[src/hw/ies_pkg.sv]
// Constants, types and helpers shared by the interrupt enable set bank
package ies_pkg;

    // ----------------------------------------------------------------
    // Widths
    // ----------------------------------------------------------------
    localparam int IES_ADDR_W = 12;
    localparam int IES_DATA_W = 32;
    localparam int IES_STRB_W = 4;

    // ----------------------------------------------------------------
    // Register map and field layout
    // ----------------------------------------------------------------
    localparam logic [11:0] IES_BANK_OFFSET = 12'h000;
    // Bits 27:26, 23:8 and 3:0 carry an enable; the rest are absent
    localparam logic [31:0] IES_IMPL_MASK = 32'h0cffff0f;
    localparam logic [31:0] IES_BANK_RESET = 32'h00000000;
    // Bank bit 0 stands for this interrupt number, bit 31 for the top
    localparam int IES_IRQ_LO = 32;
    localparam int IES_IRQ_HI = 63;

    // ----------------------------------------------------------------
    // Bus answers
    // ----------------------------------------------------------------
    localparam logic [1:0] IES_RESP_OKAY = 2'h0;
    localparam logic [1:0] IES_RESP_SLVERR = 2'h2;

    // ----------------------------------------------------------------
    // Types
    // ----------------------------------------------------------------
    typedef struct packed {
        logic [11:0] addr;
        logic [31:0] data;
        logic [3:0] strb;
    } ies_wr_req_t;

    typedef enum {IES_WR_COLLECT, IES_WR_RESP} ies_wr_state_t;
    typedef enum {IES_RD_IDLE, IES_RD_RESP} ies_rd_state_t;

    // ----------------------------------------------------------------
    // Helpers
    // ----------------------------------------------------------------
    function automatic logic ies_hits_bank(input logic [11:0] addr);
        return addr[11:2] == IES_BANK_OFFSET[11:2];
    endfunction : ies_hits_bank

    function automatic logic [31:0] ies_lane_mask(input logic [3:0] strb);
        return {{8{strb[3]}}, {8{strb[2]}}, {8{strb[1]}}, {8{strb[0]}}};
    endfunction : ies_lane_mask

endpackage : ies_pkg

[src/hw/ies_set_bank.sv]
// Write-one-to-set enable bank for interrupts 32 to 63
`timescale 1ns/1ps
module ies_set_bank (
    input wire logic i_clock,
    input wire logic i_reset_n,
    input wire logic i_write,
    input wire logic [ies_pkg::IES_DATA_W-1:0] i_wdata,
    input wire logic [ies_pkg::IES_STRB_W-1:0] i_wstrb,
    output logic [ies_pkg::IES_DATA_W-1:0] o_enable
);
    import ies_pkg::*;

    logic [31:0] enable_reg;
    logic [31:0] set_mask;

    // ----------------------------------------------------------------
    // Set logic
    // ----------------------------------------------------------------
    // Ones set, zeros keep; only reset clears an enable here
    assign set_mask = i_wdata & ies_lane_mask(i_wstrb) & IES_IMPL_MASK;

    always_ff @(posedge i_clock or negedge i_reset_n) begin
        if (!i_reset_n) begin
            enable_reg <= IES_BANK_RESET;
        end else if (i_write) begin
            enable_reg <= enable_reg | set_mask;
        end
    end

    assign o_enable = enable_reg;
endmodule : ies_set_bank

[src/hw/ies_top.sv]
// AXI4-Lite slave for the second interrupt enable set bank
//
// The address map and the AXI4-Lite slave port were decided locally.
`timescale 1ns/1ps
module ies_top (
    input wire logic i_clock,
    input wire logic i_reset_n,
    // Write address channel
    input wire logic i_awvalid,
    input wire logic [ies_pkg::IES_ADDR_W-1:0] i_awaddr,
    input wire logic [2:0] i_awprot,
    output logic o_awready,
    // Write data channel
    input wire logic i_wvalid,
    input wire logic [ies_pkg::IES_DATA_W-1:0] i_wdata,
    input wire logic [ies_pkg::IES_STRB_W-1:0] i_wstrb,
    output logic o_wready,
    // Write response channel
    output logic o_bvalid,
    output logic [1:0] o_bresp,
    input wire logic i_bready,
    // Read address channel
    input wire logic i_arvalid,
    input wire logic [ies_pkg::IES_ADDR_W-1:0] i_araddr,
    input wire logic [2:0] i_arprot,
    output logic o_arready,
    // Read data channel
    output logic o_rvalid,
    output logic [ies_pkg::IES_DATA_W-1:0] o_rdata,
    output logic [1:0] o_rresp,
    input wire logic i_rready,
    // Enables toward the rest of the controller, one per interrupt
    output logic [ies_pkg::IES_IRQ_HI:ies_pkg::IES_IRQ_LO]
        o_interrupt_enable_set_bit
);
    import ies_pkg::*;

    // ----------------------------------------------------------------
    // Declarations
    // ----------------------------------------------------------------
    ies_wr_state_t wr_state_reg;
    ies_rd_state_t rd_state_reg;
    ies_wr_req_t wr_req;
    logic wr_both_held;
    logic wr_take;
    logic bank_write;
    logic [31:0] enable;
    logic bvalid_reg;
    logic [1:0] bresp_reg;
    logic arready_reg;
    logic rvalid_reg;
    logic [31:0] rdata_reg;
    logic [1:0] rresp_reg;
    logic ar_fire;
    logic prot_unused;

    // Protection bits carry no meaning for this bank
    assign prot_unused = ^{i_awprot, i_arprot};

    // ----------------------------------------------------------------
    // Write capture
    // ----------------------------------------------------------------
    ies_wr_capture u_wr_capture (
        .i_clock(i_clock),
        .i_reset_n(i_reset_n),
        .i_awvalid(i_awvalid),
        .i_awaddr(i_awaddr),
        .o_awready(o_awready),
        .i_wvalid(i_wvalid),
        .i_wdata(i_wdata),
        .i_wstrb(i_wstrb),
        .o_wready(o_wready),
        .i_take(wr_take),
        .o_both_held(wr_both_held),
        .o_req(wr_req)
    );

    // ----------------------------------------------------------------
    // Write response
    // ----------------------------------------------------------------
    // A held pair is taken only while no response is waiting, so a
    // stalled bready back-pressures both write channels
    assign wr_take = (wr_state_reg == IES_WR_COLLECT) && wr_both_held;
    assign bank_write = wr_take && ies_hits_bank(wr_req.addr);

    always_ff @(posedge i_clock or negedge i_reset_n) begin
        if (!i_reset_n) begin
            wr_state_reg <= IES_WR_COLLECT;
            bvalid_reg <= 1'b0;
            bresp_reg <= IES_RESP_OKAY;
        end else begin
            case (wr_state_reg)
                IES_WR_COLLECT: begin
                    if (wr_both_held) begin
                        wr_state_reg <= IES_WR_RESP;
                        bvalid_reg <= 1'b1;
                        bresp_reg <= ies_hits_bank(wr_req.addr) ?
                            IES_RESP_OKAY : IES_RESP_SLVERR;
                    end
                end
                IES_WR_RESP: begin
                    if (i_bready) begin
                        wr_state_reg <= IES_WR_COLLECT;
                        bvalid_reg <= 1'b0;
                    end
                end
                default: begin
                    wr_state_reg <= IES_WR_COLLECT;
                    bvalid_reg <= 1'b0;
                end
            endcase
        end
    end

    assign o_bvalid = bvalid_reg;
    assign o_bresp = bresp_reg;

    // ----------------------------------------------------------------
    // Enable bank
    // ----------------------------------------------------------------
    ies_set_bank u_set_bank (
        .i_clock(i_clock),
        .i_reset_n(i_reset_n),
        .i_write(bank_write),
        .i_wdata(wr_req.data),
        .i_wstrb(wr_req.strb),
        .o_enable(enable)
    );

    // Bank bit n drives interrupt number n plus the low base
    assign o_interrupt_enable_set_bit = enable;

    // ----------------------------------------------------------------
    // Read channel
    // ----------------------------------------------------------------
    assign ar_fire = i_arvalid && arready_reg;

    always_ff @(posedge i_clock or negedge i_reset_n) begin
        if (!i_reset_n) begin
            rd_state_reg <= IES_RD_IDLE;
            arready_reg <= 1'b1;
            rvalid_reg <= 1'b0;
            rdata_reg <= 32'h00000000;
            rresp_reg <= IES_RESP_OKAY;
        end else begin
            case (rd_state_reg)
                IES_RD_IDLE: begin
                    if (ar_fire) begin
                        rd_state_reg <= IES_RD_RESP;
                        arready_reg <= 1'b0;
                        rvalid_reg <= 1'b1;
                        if (ies_hits_bank(i_araddr)) begin
                            // Absent bits are already zero in the bank
                            rdata_reg <= enable;
                            rresp_reg <= IES_RESP_OKAY;
                        end else begin
                            rdata_reg <= 32'h00000000;
                            rresp_reg <= IES_RESP_SLVERR;
                        end
                    end
                end
                IES_RD_RESP: begin
                    if (i_rready) begin
                        rd_state_reg <= IES_RD_IDLE;
                        arready_reg <= 1'b1;
                        rvalid_reg <= 1'b0;
                    end
                end
                default: begin
                    rd_state_reg <= IES_RD_IDLE;
                    arready_reg <= 1'b1;
                    rvalid_reg <= 1'b0;
                end
            endcase
        end
    end

    assign o_arready = arready_reg;
    assign o_rvalid = rvalid_reg;
    assign o_rdata = rdata_reg;
    assign o_rresp = rresp_reg;
endmodule : ies_top

[src/hw/ies_wr_capture.sv]
// Write address and write data capture, taken in either order
`timescale 1ns/1ps
module ies_wr_capture (
    input wire logic i_clock,
    input wire logic i_reset_n,
    input wire logic i_awvalid,
    input wire logic [ies_pkg::IES_ADDR_W-1:0] i_awaddr,
    output logic o_awready,
    input wire logic i_wvalid,
    input wire logic [ies_pkg::IES_DATA_W-1:0] i_wdata,
    input wire logic [ies_pkg::IES_STRB_W-1:0] i_wstrb,
    output logic o_wready,
    input wire logic i_take,
    output logic o_both_held,
    output ies_pkg::ies_wr_req_t o_req
);
    import ies_pkg::*;

    logic awready_reg;
    logic wready_reg;
    logic [11:0] addr_reg;
    logic [31:0] data_reg;
    logic [3:0] strb_reg;

    // ----------------------------------------------------------------
    // Address channel: ready drops while an address is held
    // ----------------------------------------------------------------
    always_ff @(posedge i_clock or negedge i_reset_n) begin
        if (!i_reset_n) begin
            awready_reg <= 1'b1;
            addr_reg <= 12'h000;
        end else if (i_awvalid && awready_reg) begin
            awready_reg <= 1'b0;
            addr_reg <= i_awaddr;
        end else if (i_take) begin
            awready_reg <= 1'b1;
        end
    end

    // ----------------------------------------------------------------
    // Data channel
    // ----------------------------------------------------------------
    always_ff @(posedge i_clock or negedge i_reset_n) begin
        if (!i_reset_n) begin
            wready_reg <= 1'b1;
            data_reg <= 32'h00000000;
            strb_reg <= 4'h0;
        end else if (i_wvalid && wready_reg) begin
            wready_reg <= 1'b0;
            data_reg <= i_wdata;
            strb_reg <= i_wstrb;
        end else if (i_take) begin
            wready_reg <= 1'b1;
        end
    end

    assign o_awready = awready_reg;
    assign o_wready = wready_reg;
    assign o_both_held = !awready_reg && !wready_reg;
    assign o_req = '{addr: addr_reg, data: data_reg, strb: strb_reg};

endmodule : ies_wr_capture

[config.mk]
export PLATFORM = sky130hd
export DESIGN_NAME = ies_top
export DESIGN_NICKNAME = d
export VERILOG_FILES = /design/src/hw/ies_pkg.sv /design/src/hw/ies_set_bank.sv /design/src/hw/ies_top.sv /design/src/hw/ies_wr_capture.sv
export SDC_FILE = /design/constraint.sdc
export NUM_CORES = 1
export LEC_CHECK = 0
export ABC_AREA = 0
export CAP_MARGIN = 20
export CORE_MARGIN = 1
export CORE_UTILIZATION = 50
export DETAILED_ROUTE_END_ITERATION = 7
export DONT_BUFFER_PORTS = 1
export GPL_ROUTABILITY_DRIVEN = 1
export PLACE_DENSITY = 0.65
export SLEW_MARGIN = 40
export SYNTH_ARGS = -nofsm -noshare
export SYNTH_HDL_FRONTEND = slang
export SYNTH_SLANG_ARGS = --single-unit
[constraint.sdc]
create_clock -name i_clock -period 2.4 [get_ports i_clock]
set_input_delay 0.24 -clock i_clock [delete_from_list [all_inputs] [get_ports i_clock]]
set_output_delay 0.24 -clock i_clock [all_outputs]
set_load 0.01 [all_outputs]
==> impl_metrics.py <==
metrics = {
    "placed_design": {
        "placed_cell_area_um2": 3340,
        "hpwl_um": 3920,
        "routabilityCongestion": 0.669,
        "port_buffers": 0,
        "dpl_worst_slack_ns": 0.625,
    },
    "timing": {
        "fmax_ghz": 0.562,
        "setup_viol_count_final": 0,
        "finClkSkew_ns": 0.0104,
        "rsz0062_at_grt": "no",
        "hold_violations": 0,
        "slew_viol_final": 0,
        "fin_crit_sh": 0.742,
        "fin_crit_ns": 1.78,
        "hold_slack_ns": 0.0447,
        "tns_ns": 0,
        "fin_ws_ns": 0.620,
    },
    "setup_path": {
        "cp.arrival_ns": 2.06,
        "rr_worst_depth": 4,
        "required_ns": 2.68,
        "r2r_start": "u_wr_capture.addr_reg[7]$_DFFE_PN0P_",
        "crit_fanout": 23,
        "critical_path.reg2reg.endpoint": "u_set_bank.o_enable[1]$_DFFE_PN0P_",
        "r2r_slack_ns": 0.62,
        "startpoint_type": "register",
        "end_kind": "register",
        "critical_path_class": "reg -> reg",
    },
    "layout": {
        "fin_area_um2": 3610,
        "syn_to_final_growth_pct": 7.40,
        "nNetsFinal": 311,
        "drive_above_1_share": 0.264,
        "fillCellCount": 535,
    },
    "hold_path": {
        "worstHoldStart": "i_wdata[11]",
        "holdPathStages": 1,
        "holdPathEnd": "u_wr_capture.data_reg[11]$_DFFE_PN0P_",
        "worst_hold_path_type": "in -> reg",
    },
    "floorplanning": {
        "fp.dieArea_um2": 7060,
        "start_util": 0.524,
        "core.rowCount": 29,
        "dieWidth_um": 84.0,
        "coreArea_um2": 6420,
        "ios": 146,
        "dieHeight_um": 84.0,
    },
    "global_routing": {
        "grt_antenna_before_repair": 1,
        "track_usage": 0.181,
        "grt_pass1_wl_um": 9730,
        "grt_pass1_vias": 1832,
        "grt_max_degree": 88,
        "grt-ovfl-total": 0,
    },
    "detailed_routing": {
        "routed_wl_um": 5920,
        "drc": 52,
        "via_count": 1843,
        "vias_per_cell": 5.76,
        "ant_nets": 0,
        "initialDrtViolationCount": 120,
        "dr.pass1.iters": 6,
        "wl_per_cell_um": 18.5,
    },
    "power": {
        "power_density_nw_per_um2": 1030,
        "ir_drop_uv": 533,
        "p_leak_nw": 1.70,
    },
    "clock_tree": {
        "clk_pin_slew_ns": 0.08,
        "clk_latency_ns": 0.34,
        "numCtsBuffers": 9,
        "ctsHtreeMaxLevel": 3,
        "cts-root-buf": "clkbuf_8",
        "clock_path_buffers": 2,
        "tritoncts": "done",
        "cts_resized": 0,
        "clock_sinks": 87,
    },
    "synthesis": {
        "ys_warn_count": 0,
        "synth_commonest_cells": "84 x dfrtp_1, 36 x mux2_2, 22 x a22o_1, 22 x buf_4, 19 x a31o_1",
        "syn_inst": 228,
        "yosysSeqAreaShare": 0.648,
        "avgSynthCellArea_um2": 14.8,
        "synth_edf_count": 0,
        "syn_area_um2": 3360,
        "yosys.area.top_type": "dfrtp_1",
        "synth.area.top_cells": "dfrtp_1 63%, mux2_2 12%, a22o_1 5.7%",
        "yosysMostFrequentCell": "dfrtp_1",
        "ys.flop_type": "dfrtp_1",
        "async_reset_ff_frac": 1.00,
        "ys_ff_latch": 87,
        "synth_top_area_frac": 0.625,
        "yosysUniqueCellTypes": 23,
    },
    "outcome": {
        "outcome": "finished with violations",
        "violations": "design-rule violations",
    },
    "run": {
        "maxCapViolCount": 0,
    },
}
area by class of cell:
cell class	count	area, µm²	share of cell area
tap	77	96.3	0.0267
multi-input combinational	122	1010	0.280
sequential	87	2180	0.604
clock inverter	5	50.0	0.0139
antenna	1	2.50	0.000693
inverter	7	26.3	0.00727
clock buffer	10	128	0.0353
timing repair buffer	11	118	0.0326
repair_timing:
item	CTS	global route
setup endpoints to repair	0	0
buffers inserted	0	0
endpoints found under the hold margin	92	0
hold buffers	7	0
metrics by stage:
stage,utilization,power [W],cells
finish,0.562,0.00373,320
global route,0.562,0.00394,319
CTS,0.562,0.00378,319
detailed placement,0.521,0.00278,297
global placement,0.521,0.00274,297
floorplan,-,0.00265,249
logic make-up after synthesis:
kind of cell    share of synthesized area
flops                               0.648
other cells                       0.00112
mux                                 0.121
compound gates                      0.126
simple gates                       0.0290
buf+inv                            0.0744
worst max-delay path, cell delays in order, from the launching register on:
cell,delay [ns]
dfrtp_1,0.39
or4_4,0.54
nor4b_4,0.27
buf_4,0.32
a31o_2,0.20
cells in the final DEF (no fill, tap or decap), drive strengths merged:
| master | count |
|---|---|
| dfrtp | 84 |
| mux2 | 36 |
| a22o | 22 |
| conb | 22 |
| a31o | 22 |
| clkbuf | 10 |
| inv | 7 |
| o21ai | 6 |
| dlygate4sd3 | 6 |
| buf | 5 |
| clkinv | 4 |
| dfstp | 3 |
| nand2 | 2 |
| or4 | 2 |
| nor2 | 2 |
| nor4 | 2 |
| a21oi | 2 |
| diode | 1 |
| or3 | 1 |
| nor4b | 1 |
| nand3b | 1 |
| and4b | 1 |
| bufinv | 1 |
report_power, final:
part           total (W)  internal, W  switching (W)
logic           0.000629     0.000371       0.000258
registers        0.00215      0.00186       0.000294
clock network   0.000947     0.000469       0.000478
metal layers:
| layer | global-route usage | up-vias | part of all wire |
|---|---|---|---|
| met1 | 0.228 | 940 | 0.41 |
| met2 | 0.286 | 84 | 0.49 |
| met3 | 0.0623 | 11 | 0.078 |
| met4 | 0.0752 | 0 | 0.018 |
| met5 | 0 | - | 0 |
| li1 | - | 808 | - |
how the worst max path moves through the flow:
stage / start / end
5_1_grt: u_wr_capture.addr_reg[7]$_DFFE_PN0P_ / u_set_bank.o_enable[27]$_DFFE_PN0P_
3_3_place_gp: u_wr_capture.addr_reg[7]$_DFFE_PN0P_ / u_set_bank.o_enable[0]$_DFFE_PN0P_
2_1_floorplan: u_wr_capture.addr_reg[7]$_DFFE_PN0P_ / u_set_bank.o_enable[15]$_DFFE_PN0P_
3_5_place_dp: u_wr_capture.addr_reg[7]$_DFFE_PN0P_ / u_set_bank.o_enable[1]$_DFFE_PN0P_
4_1_cts: u_wr_capture.addr_reg[7]$_DFFE_PN0P_ / u_set_bank.o_enable[1]$_DFFE_PN0P_
6_report: u_wr_capture.addr_reg[7]$_DFFE_PN0P_ / u_set_bank.o_enable[1]$_DFFE_PN0P_
Note: power is estimated with default switching activity, not from simulation.
